==> config.mk <==
export PLATFORM = sky130hd
export DESIGN_NAME = bcdr_regs
export DESIGN_NICKNAME = d
export VERILOG_FILES = /design/src/bcdr_pkg.sv /design/src/bcdr_regs.sv /design/src/bcdr_row_lookup.sv
export SDC_FILE = /design/constraint.sdc
export NUM_CORES = 1
export LEC_CHECK = 0
export BUFFER_PORTS_ARGS = -buffer_cell sky130_fd_sc_hd__buf_2
export CAP_MARGIN = 20
export CORE_MARGIN = 1.5
export CORE_UTILIZATION = 49
export DETAILED_ROUTE_END_ITERATION = 10
export GPL_ROUTABILITY_DRIVEN = 0
export GPL_TIMING_DRIVEN = 0
export PLACE_DENSITY = 0.85
export SYNTH_ARGS = -nofsm -noshare
export SYNTH_HDL_FRONTEND = slang
export SYNTH_SLANG_ARGS = --single-unit
==> constraint.sdc <==
create_clock -name clk -period 2.9 [get_ports clk]
set_input_delay 0.435 -clock clk [delete_from_list [all_inputs] [get_ports clk]]
set_output_delay 0.435 -clock clk [all_outputs]
set_load 0.03 [all_outputs]
==> src/bcdr_pkg.sv <==
package bcdr_pkg;
   // ------------------------------------------------------------
   // register indexes and byte addresses
   // ------------------------------------------------------------
   localparam logic [7:0]  IDX_BUFCTL    = 8'h53;
   localparam logic [7:0]  IDX_ROWTYPE   = 8'h55;
   localparam logic [11:0] ADDR_BUFCTL   = {2'h0, IDX_BUFCTL, 2'h0};
   localparam logic [11:0] ADDR_ROWTYPE  = {2'h0, IDX_ROWTYPE, 2'h0};
   localparam int          ADDR_W        = 12;

   // ------------------------------------------------------------
   // field layout and reset values
   // ------------------------------------------------------------
   localparam logic [7:0]  BUFCTL_RST     = 8'h83;
   localparam logic [7:0]  BUFCTL_RW_MASK = 8'h60;
   localparam int          BUFCTL_IDE_BIT = 6;
   localparam int          BUFCTL_WC_BIT  = 5;
   localparam logic [15:0] ROWTYPE_RST    = 16'h0000;
   localparam int          ROW_COUNT     = 8;
   localparam int          ROW_SEL_W     = 3;

   // ------------------------------------------------------------
   // row type codes
   // ------------------------------------------------------------
   localparam logic [1:0]  ROW_EDO       = 2'h0;
   localparam logic [1:0]  ROW_RSVD      = 2'h1;
   localparam logic [1:0]  ROW_SDRAM     = 2'h2;
   localparam logic [1:0]  ROW_EMPTY     = 2'h3;

   // ------------------------------------------------------------
   // ahb transfer types
   // ------------------------------------------------------------
   localparam logic [1:0]  HTRANS_NONSEQ = 2'h2;
endpackage

==> src/bcdr_regs.sv <==
`timescale 1ns/100ps
// Overview of operation
// RULE_01 - 8-bit buffer control, index 53h, reset 83h
// RULE_02 - bit 6 enables ide write posting
// RULE_03 - bit 5 keeps wc posting during hold
// RULE_04 - software enables bit 5 only for pci wc
// RULE_05 - 16-bit row type register, reset zero
// RULE_06 - bits 2n+1:2n describe dram row n
// RULE_07 - codes: edo, reserved, sdram, empty row
// RULE_08 - look up row type before each cycle
// RULE_09 - no cycles to empty rows; reserved writes ignored
module bcdr_regs #(
   parameter int ROWS = bcdr_pkg::ROW_COUNT
) (
   clk,
   srst,
   hsel,
   haddr,
   htrans,
   hwrite,
   hsize,
   hwdata,
   hready,
   hreadyout,
   hresp,
   hrdata,
   dram_req,
   dram_req_row,
   dram_start,
   dram_start_sdram,
   dram_reject,
   ide_io_write_post_enable,
   wc_post_during_bridge_hold_enable,
   bridge_bus_hold_ack_n,
   wc_write_pending,
   wc_post_allowed
);
   input  wire logic        clk;
   input  wire logic        srst;
   input  wire logic        hsel;
   input  wire logic [31:0] haddr;
   input  wire logic [1:0]  htrans;
   input  wire logic        hwrite;
   input  wire logic [2:0]  hsize;
   input  wire logic [31:0] hwdata;
   input  wire logic        hready;
   output logic             hreadyout;
   output logic             hresp;
   output logic      [31:0] hrdata;
   input  wire logic        dram_req;
   input  wire logic [2:0]  dram_req_row;
   output logic             dram_start;
   output logic             dram_start_sdram;
   output logic             dram_reject;
   output logic             ide_io_write_post_enable;
   output logic             wc_post_during_bridge_hold_enable;
   input  wire logic        bridge_bus_hold_ack_n;
   input  wire logic        wc_write_pending;
   output logic             wc_post_allowed;

   initial begin
      if (ROWS != bcdr_pkg::ROW_COUNT) begin
         $error("bcdr_regs: row type layout serves 8 rows only");
      end
   end

   // ------------------------------------------------------------
   // ahb address phase capture
   // ------------------------------------------------------------
   logic        wr_pend_q, wr_pend_d;
   logic [11:0] wr_addr_q, wr_addr_d;
   logic        addr_ok;

   always_comb begin
      addr_ok   = hsel && hready && (htrans == bcdr_pkg::HTRANS_NONSEQ);
      wr_pend_d = addr_ok && hwrite;
      wr_addr_d = wr_pend_d ? haddr[11:0] : wr_addr_q;
   end

   always_ff @(posedge clk) begin
      if (srst) begin
         wr_pend_q <= 1'b0;
         wr_addr_q <= 12'h000;
      end else begin
         wr_pend_q <= wr_pend_d;
         wr_addr_q <= wr_addr_d;
      end
   end

   // ------------------------------------------------------------
   // registers
   // ------------------------------------------------------------
   logic [7:0]  bufctl_q, bufctl_d;
   logic [15:0] rowtype_q, rowtype_d;

   always_comb begin
      bufctl_d  = bufctl_q;
      rowtype_d = rowtype_q;
      if (wr_pend_q && wr_addr_q == bcdr_pkg::ADDR_BUFCTL) begin
         // reserved bits keep their reset pattern
         bufctl_d = (hwdata[7:0] & bcdr_pkg::BUFCTL_RW_MASK) |
                    (bcdr_pkg::BUFCTL_RST & ~bcdr_pkg::BUFCTL_RW_MASK); // RULE_01
      end
      if (wr_pend_q && wr_addr_q == bcdr_pkg::ADDR_ROWTYPE) begin
         rowtype_d = hwdata[15:0]; // RULE_05
      end
   end

   always_ff @(posedge clk) begin
      if (srst) begin
         bufctl_q  <= bcdr_pkg::BUFCTL_RST; // RULE_01
         rowtype_q <= bcdr_pkg::ROWTYPE_RST; // RULE_05
      end else begin
         bufctl_q  <= bufctl_d;
         rowtype_q <= rowtype_d;
      end
   end

   // ------------------------------------------------------------
   // read data and response
   // ------------------------------------------------------------
   logic [31:0] rdata_q, rdata_d;

   // reads use next values so a write just ahead is not seen stale
   always_comb begin
      rdata_d = rdata_q;
      if (addr_ok && !hwrite) begin
         case (haddr[11:0])
            bcdr_pkg::ADDR_BUFCTL:  rdata_d = {24'h000000, bufctl_d};
            bcdr_pkg::ADDR_ROWTYPE: rdata_d = {16'h0000, rowtype_d};
            default:                rdata_d = 32'h00000000;
         endcase
      end
   end

   always_ff @(posedge clk) begin
      if (srst) begin
         rdata_q   <= 32'h00000000;
         hreadyout <= 1'b1;
         hresp     <= 1'b0;
      end else begin
         rdata_q   <= rdata_d;
         hreadyout <= 1'b1;
         hresp     <= 1'b0;
      end
   end

   always_comb begin
      hrdata = rdata_q;
   end

   // ------------------------------------------------------------
   // dram cycle start control
   // ------------------------------------------------------------
   logic [1:0] row_code;
   logic       row_startable;
   logic       row_sdram;
   logic       start_d, sdram_d, reject_d;
   logic       start_q, sdram_q, reject_q;

   bcdr_row_lookup #(
      .ROWS  (bcdr_pkg::ROW_COUNT),
      .SEL_W (bcdr_pkg::ROW_SEL_W)
   ) u_lookup (
      .row_types (rowtype_q),
      .row_sel   (dram_req_row),
      .code      (row_code),
      .startable (row_startable),
      .is_sdram  (row_sdram)
   );

   always_comb begin
      start_d  = dram_req && row_startable; // RULE_08
      sdram_d  = dram_req && row_startable && row_sdram; // RULE_07
      reject_d = dram_req && !row_startable; // RULE_09
   end

   always_ff @(posedge clk) begin
      if (srst) begin
         start_q  <= 1'b0;
         sdram_q  <= 1'b0;
         reject_q <= 1'b0;
      end else begin
         start_q  <= start_d;
         sdram_q  <= sdram_d;
         reject_q <= reject_d;
      end
   end

   // ------------------------------------------------------------
   // write posting control
   // ------------------------------------------------------------
   logic wc_ok_q, wc_ok_d;

   // posting stops while the bridge holds pci unless bit 5 is set
   always_comb begin
      wc_ok_d = wc_write_pending &&
                (bridge_bus_hold_ack_n ||
                 bufctl_q[bcdr_pkg::BUFCTL_WC_BIT]); // RULE_03
   end

   always_ff @(posedge clk) begin
      if (srst) begin
         wc_ok_q <= 1'b0;
      end else begin
         wc_ok_q <= wc_ok_d;
      end
   end

   always_comb begin
      dram_start                        = start_q;
      dram_start_sdram                  = sdram_q;
      dram_reject                       = reject_q;
      ide_io_write_post_enable          =
         bufctl_q[bcdr_pkg::BUFCTL_IDE_BIT]; // RULE_02
      wc_post_during_bridge_hold_enable =
         bufctl_q[bcdr_pkg::BUFCTL_WC_BIT]; // RULE_04
      wc_post_allowed                   = wc_ok_q;
   end
endmodule

==> src/bcdr_row_lookup.sv <==
`timescale 1ns/100ps
module bcdr_row_lookup #(
   parameter int ROWS  = 8,
   parameter int SEL_W = 3
) (
   row_types,
   row_sel,
   code,
   startable,
   is_sdram
);
   input  wire logic [2*ROWS-1:0] row_types;
   input  wire logic [SEL_W-1:0]  row_sel;
   output logic      [1:0]        code;
   output logic                   startable;
   output logic                   is_sdram;

   initial begin
      if (ROWS < 1 || (1 << SEL_W) < ROWS) begin
         $error("bcdr_row_lookup: bad ROWS/SEL_W");
      end
   end

   // ------------------------------------------------------------
   // pair n of the row type field belongs to row n
   // ------------------------------------------------------------
   always_comb begin
      code = row_types[{row_sel, 1'b0} +: 2]; // RULE_06
      // reserved code treated like empty: timing is undefined for it
      startable = (code == bcdr_pkg::ROW_EDO) ||
                  (code == bcdr_pkg::ROW_SDRAM); // RULE_09
      is_sdram  = (code == bcdr_pkg::ROW_SDRAM); // RULE_07
   end
endmodule

==> results of run 1 <==
sequential cells by signal, summed over array words and instances, names as in the netlist:
name / cells
wc_post_allowed: 1
hrdata: 16
wr_addr_q: 12
dram_reject: 1
dram_start: 1
rowtype_q: 16
dram_start_sdram: 1
bufctl_q: 8
wr_pend_q: 1
per-stage QoR:
| stage | setup slack [ns] | cell area [µm²] | cells | power (mW) | hold slack (ns) |
|---|---|---|---|---|---|
| 4_1_cts | 1.01 | 3000 | 376 | 1.64 | 0.340 |
| 2_1_floorplan | 1.14 | 2430 | 244 | 0.885 | 0.401 |
| 5_1_grt | 0.940 | 3000 | 376 | 1.68 | 0.349 |
| 3_5_place_dp | 0.756 | 2810 | 360 | 0.929 | 0.421 |
| 6_report | 1.04 | 3000 | 376 | 1.63 | 0.354 |
| 3_3_place_gp | 0.815 | 2810 | 360 | 0.927 | 0.414 |
layout by cell type, fill, tap and decap left out, drive strengths merged, types with 2 or more instances in the layout:
master and n:
nor2b 7, a221o 2, nor2 21, mux2 2
and4bb 2, nand3 12, mux2i 18, clkinv 2
nor3b 2, conb 18, buf 85, nand4 2
and2 4, dfxtp 57, nand2 14, a32oi 2
nand2b 11, mux4 4, a22o 8, a21oi 14
a222oi 2, clkbuf 19
critical path, cell delays in order, from the launching register on:
cell and delay [ns]:
dfxtp_1 0.32, nor3_2 0.32, nand4_2 0.31, nor2b_1 0.31, and3_1 0.20, a221o_2 0.29
layer usage:
metal	share of wire	wire length [µm]
met5	0	0
met3	0.073	382
met4	0.010	52
met2	0.49	2560
met1	0.42	2210
cell families after synthesis:
group                  Yosys count
flip-flops                      57
other                            2
multiplexers                    24
AO/OA/AOI/OAI                   31
AND/OR/NAND/NOR                 84
buffers and inverters           30
cell usage after synthesis (2+ instances only):
library cell,number,area share
a22o_1,8,0.030
nand2_1,14,0.022
buf_2,2,0.0042
dfxtp_1,57,0.48
nand3_1,12,0.025
nor2_1,21,0.033
mux2i_1,18,0.076
buf_1,2,0.0032
mux2_2,2,0.0095
and2_1,3,0.0079
and4bb_2,2,0.011
a221o_2,2,0.0095
nand2b_1,11,0.029
clkbuf_1,5,0.0079
mux4_2,4,0.038
buf_4,18,0.057
conb_1,2,0.0032
nor2b_1,7,0.018
a32oi_1,2,0.0074
a21oi_1,14,0.030
a222oi_1,2,0.0084
nor3b_1,2,0.0063
final timing paths:
check	end	slack (ns)
max	hrdata[2]	1.04
min	wr_addr_q[2]	0.35
max reg2reg	hrdata[2]	1.04
min reg2reg	bufctl_q[0]	0.44
cell type report:
cell class                 instances  area (µm²)  area share
tap                               54        67.6      0.0225
timing repair buffer              62         310       0.104
multi-input combinational        157        1100       0.366
inverter                           1        3.75     0.00125
sequential                        57        1140       0.381
clock buffer                      13         149      0.0497
clock inverter                     3        40.0      0.0134
buffer                            29         188      0.0626
report_power, final:
group          switching, mW  internal (mW)
clock                  0.298          0.418
combinational         0.0767         0.0490
sequential           0.00141          0.787
==> flow_results.org, run 1 <==
** Synthesis
- Simple-gate share of the synthesized area :: 0.217
- Area share of fa/ha/maj cells after synthesis :: 0
- Dominant combinational cell family by area after synthesis :: simple AND/OR/NAND/NOR gates
- Synthesis-stage register bit count :: between 50 and 60
- The fraction of the mapped netlist area in compound gates came to 0.0939.
- Post-synthesis instance area :: 0.00237 mm²
- Post-synthesis sequential area ratio :: 0.481
- Each instance of the synthesized netlist takes up on average 10.4 µm².
- Count of unique library cells instantiated by Yosys :: 40
- Synthesized instance count :: 228
- For this run, asynchronously set or reset flops after synthesis account for 0.
- Among all flip-flop cells after synthesis, the most frequent one is dfxtp_1.
- EDFF count, synth :: 0
- Warnings from Yosys :: 0
- Measured against the total synthesized area, the mux share comes to 0.123.
- Xor and xnor fraction of the mapped netlist area :: 0

** CTS
- TritonCTS built the clock tree.
- In this run the post-CTS setup repair buffer count came out at 0.
- Clock latency on the worst-skew pair :: 0.34 ns
- TritonCTS sink count :: 57
- Once the clock tree was built, the resizer swapped 0 gates to a different size.
- Clock Path Buffers :: 2
- Root Buffer Master :: clkbuf_8
- Hold repair after CTS inserted 0 buffers.
- TritonCTS created 9 clock buffers.
- H-tree level count :: 3
- Clock-pin slew was measured on the worst setup and hold paths at 0.06 ns.

** Worst setup path
- CP startpoint kind :: flop
- Critical path endpoint category :: flop
- Crit Path Class :: reg -> reg
- Highest net fanout along the worst path :: 8
- Launch point of the critical path :: wr_addr_q[11]
- Depth of the worst register-to-register path :: 5
- The worst register-to-register path begins at wr_addr_q[11].
- At the worst endpoint, the arrival time is 2.09 ns.
- Required time at the worst-slack endpoint :: 3.12 ns

** Run status
- Run status :: finished clean

** Flow run
- Max-cap check violation count :: 0

** Die
- The floorplan has 25 rows.
- Num ports :: between 100 and 150
- The initial utilization of the core area, before any placement, comes to 0.505.
- Core Region :: 0.00469 mm²
- Die boundary width :: 72.6 µm
- The die covers 0.00526 mm².
- The die is 72.6 µm tall.

** STA
- After routing, the total negative slack on setup checks comes to 0 ns.
- RSZ-0062 raised after global routing :: false
- Setup-failing EPs final :: 0
- In the finished design, the share of the clock period the worst path needs comes to 0.643.
- Time the final worst path needs with I/O delays and setup :: between 1.5 and 2 ns
- Timing would allow up to 0.536 GHz.
- At the pin with the least slew margin, the transition time is between 0.5 and 0.6 ns.
- The number of endpoints with negative hold slack in the final report is 0.
- The final max-slew violation count came to 0.
- On the final layout, the worst clock skew is roughly 0.01 ns.
- The worst pin sits at a relative slew slack of 0.639.

** Route
- Vias after detailed routing :: 1937
- Number of nets with antenna violations after routing :: 0
- Post-detailed-route DRC marker count :: 0
- Using the TritonRoute via totals, the vias-per-cell ratio works out to 5.15.
- Routed length per instance :: 13.9 µm
- Wires add up to 5.21 mm.
- The first routing iteration left 83 violations.
- The first TritonRoute pass finished after 4 iterations.

** Layout
- Util after Layout :: 0.639
- From synthesis to final layout, the design area changed by 26.4%.
- Number of nets in the layout :: 397
- Number of inserted filler cells in the final layout :: 406
- In the final layout, the share of cells above drive strength 1 is 0.351.
- Number of diodes :: 0

** Global routing
- For met1 alone, demand over resource in global routing was 0.244.
- Entering global routing, the biggest net connects 11 pins.
- Total Routing Usage GR :: 0.208
- In this run the most used layer during global routing was met2.
- The total overflow left after global routing is 0.
- Wire length of the first global-routing pass :: 8.22 mm
- The via count of the first global-routing pass came to around 1800.
- GR met2 Demand/Resource :: 0.338
- For met3 alone, demand over resource in global routing was 0.0875.
- The number of antenna violations at the first check in global routing is 0.

** Placement
- Buffers placed on the I/O ports in this run total slightly above 60.
- Once detailed placement completed, the half-perimeter wirelength came to ~3.8 mm.

** Worst hold path
- Worst Hold Class :: in -> reg
- Worst hold stages :: 3
- Min-Delay Startpoint :: haddr[2]

** Power
- Dividing total power by cell area gives a power density of about 540 mW/mm².
- Static Leak :: roughly 1.5 nW
- Worst supply voltage drop on vdd :: ~360 µV
(Power assumes the default switching activity.)
==> run 2, diff against run 1 <==
ABC_AREA = 1   (was default)
CORE_UTILIZATION = 47   (was 49)
PLACE_DENSITY = 0.8   (was 0.85)
clock period = 1.76 ns   (was 2.9 ns; I/O delays follow)
==> run 2 against run 1 <==
  * Register-to-register slack got worse by 0.77 ns
  * Critical endpoint is now hrdata[6]
  * Combinational power rose by 93%
  * Clock power rose by 69%
==> flow_results.org, run 2 <==
** Worst setup path
- In this run the critical register-to-register path is launched from wr_addr_q[0].
- STA puts the critical path data arrival time at 1.72 ns.
- CP startpoint kind :: flop
- Cell seen most often among critical-path stages :: nor2_1
- The worst setup path is of the reg -> reg kind.
- Among all stages on the critical path, the largest delay is contributed by dfxtp_1.
- Reg-to-reg endpoint :: hrdata[6]
- Series of cell instances along the critical path :: nor2_1 > nand2_2 > nor2_4 > nand2_4 > buf_6 > nor2_1 > a21oi_1 > nand3_1 > nand2_1
- Internal reg-to-reg setup slack :: 0.27 ns
- Highest net fanout along the worst path :: 10
- Critical path endpoint category :: flop
- Depth of the worst register-to-register path :: 9
- Required time at the worst-slack endpoint :: 1.99 ns
- For this run, the slowest stage of the critical path takes approximately 0.31 ns.

** Die
- Die boundary width :: ~78 µm
- Initial core utilization :: 0.486
- In this run the vertical extent of the chip is about 78 µm.
- The floorplan step defined a die boundary enclosing 0.00612 mm².
- Core Region :: 0.00547 mm²
- The initialized floorplan defines 27 standard-cell rows.
- Num ports :: 120

** Route
- Initial DRT Pass Iterations :: 4
- In this run, the number of DRC markers left after iteration 0 of detailed routing was around 140.
- Once detail routing completed, the nets flagged for antenna violations numbered 0.
- Post-Route WL :: 6.11 mm
- In the routed design, unresolved DRC markers number 0.
- In the final routed layout, each cell accounts on average for ~12 µm.
- Vias after detailed routing :: 2572
- Via/cell ratio :: 4.84

** CTS
- Clock latency on the worst-skew pair :: 0.34 ns
- For this design, the CTS-stage hold fixing added 0 buffers.
- Gates resized during post-CTS repair numbered 0.
- The number of setup buffers added after CTS is 0.
- The clock tree synthesis step divided the H-tree into 3 levels.
- TritonCTS clock tree :: built
- Counting the buffers created by CTS gives 9.
- Root Buffer Master :: clkbuf_8
- Clock Path Buffers :: 2
- The clock drives 57 sinks.
- After clock tree synthesis, the clock-pin slew on the worst setup and hold paths is about 0.07 ns.

** STA
- Measured against its own limit, the worst slew margin works out to 0.654.
- Fin crit share :: 0.847
- Final hold vios :: 0
- Setup-failing EPs final :: 0
- The final max-slew violation count is 0.
- Based on the critical path, the design can be clocked at up to ~0.67 GHz.
- In the post-route analysis, the smallest setup slack over all paths is approximately 0.27 ns.
- For the pin with the worst max-slew slack, the measured transition is between 0.5 and 0.6 ns.
- After routing, the total negative slack on setup checks comes to 0 ns.
- Setup repair after global routing left no endpoint under its margin.
- The routed design could run at a clock period as short as 1.49 ns.
- Post-Route Hold Slack :: about 0.16 ns
- Post-Route Skew :: 0.00709 ns

** Placement
- DP HPWL :: 4.45 mm
- Post-Place Cell Area :: 0.00311 mm²
- Buffers placed on the I/O ports in this run total 60.
- Timing analysis after detailed placement gives a worst setup slack of roughly 0.24 ns.

** Layout
- Leaving out fill and tap cells, the most frequent cell in the layout is nand2_1.
- Post-route cell area :: about 0.0033 mm²
- In the layout the commonest cells are 84 x nand2_1, 68 x buf_2, 57 x dfxtp_1.
- Relative to the synthesized area, the layout overhead comes to 24.3%.
- Number of nets in the layout :: 534
- The number of antenna diodes in the final layout is 0.
- Fraction of final layout cells with drive strength greater than 1 :: 0.277
- Util after Layout :: 0.604

** Global routing
- Total Routing Usage GR :: 0.211
- Entering global routing, the biggest net connects 11 pins.
- Number of antenna violations at the first check in global routing :: 0
- Global route overflow :: 0
- The via count of the first global-routing pass is 2243.
- Wire length of the first global-routing pass :: about 9.9 mm

** Power
- Static Leak :: 1.65 nW
- For this design the ratio of total power to cell area is 833 mW/mm².
- Worst supply voltage drop on vdd :: 505 µV

** Synthesis
- Proportion of register bits with asynchronous set or reset after synthesis :: 0
- Dividing the synthesized area by the synthesized cell count gives roughly 7.3 µm².
- The commonest cells after synthesis are 84 x nand2_1, 57 x dfxtp_1, 35 x inv_1, 35 x nand3_1, 32 x a21oi_1.
- Yosys mapped a number of flops with a built-in enable equal to 0.
- The synthesized design contains 57 register bits.
- Leading area contributor after synthesis :: dfxtp_1
- Dominant cell by count in the synthesized netlist :: nand2_1
- Count of unique library cells instantiated by Yosys :: 24
- Yosys top cell area share :: 0.429
- During synthesis, Yosys emitted a total of 0 warnings.
- Cell types with the largest area share after synthesis :: dfxtp_1 43%, nand2_1 12%, nand3_1 6.6%
- Synthesis produced 367 cells.
- Primary FF master, synth :: dfxtp_1
- Post-synthesis instance area :: between 0.002 and 0.003 mm²
- Post-synthesis sequential area ratio :: 0.429

** Worst hold path
- Worst hold path endpoint :: wc_post_allowed
- Along the worst hold path, the cell count comes to 3.
- Worst Hold Class :: in -> reg
- The worst hold path begins at wc_write_pending.

** Flow run
- Max-cap check violation count :: 0

** Run status
- The run finished with clean final reports.
==> run 2: cell families (layout without fill, tap and decap cells) <==
group,count (synthesis),in the layout,share of synthesized area
compound gates,61,61,0.124
buf+inv,74,150,0.143
flops,57,57,0.429
other cells,2,18,0.00282
simple gates,173,173,0.301
==> run 2: worst max path at each step <==
stage,start,to
6_report,wr_addr_q[0],hrdata[6]
5_1_grt,wr_addr_q[0],hrdata[2]
4_1_cts,wr_addr_q[0],hrdata[13]
3_5_place_dp,htrans[0],hrdata[5]
3_3_place_gp,htrans[0],hrdata[3]
2_1_floorplan,wr_addr_q[11],hrdata[10]
==> run 2: critical path: cells and delay by family, from the launching register on <==
family | cells | cell delay (ns)
and+or+nand+nor | 7 | 0.85
buffers and inverters | 1 | 0.17
AOI/OAI and AO/OA | 1 | 0.05
DFF | 1 | 0.31
==> run 2: area by class of cell <==
type / instances / area [µm²]
tap: 72 / 90.1
buffer: 34 / 231
clock buffer: 11 / 141
fill: 536 / 2160
multi-input combinational: 252 / 1200
sequential: 57 / 1140
clock inverter: 5 / 55.1
timing repair buffer: 60 / 300
inverter: 40 / 150
==> run 2: through the flow <==
| stage | power [mW] | cells |
|---|---|---|
| after floorplan | 1.50 | 383 |
| after global placement | 1.57 | 515 |
| after detailed placement | 1.57 | 515 |
| after CTS | 2.77 | 531 |
| after global routing | 2.86 | 531 |
| final | 2.76 | 531 |
==> run 2: power breakdown <==
part | internal, mW | switching [mW] | leakage [nW]
sequential | 1.30 | 0.00298 | 0.460
clock | 0.687 | 0.525 | 0.0953
combinational | 0.0905 | 0.152 | 1.09
==> run 2: per-layer routing <==
metal	vias up	part of all wire	global-route usage
met1	1134	0.42	0.239
met4	0	0.022	0.0875
met5	-	0	0
met2	118	0.47	0.358
li1	1307	-	-
met3	13	0.090	0.0756
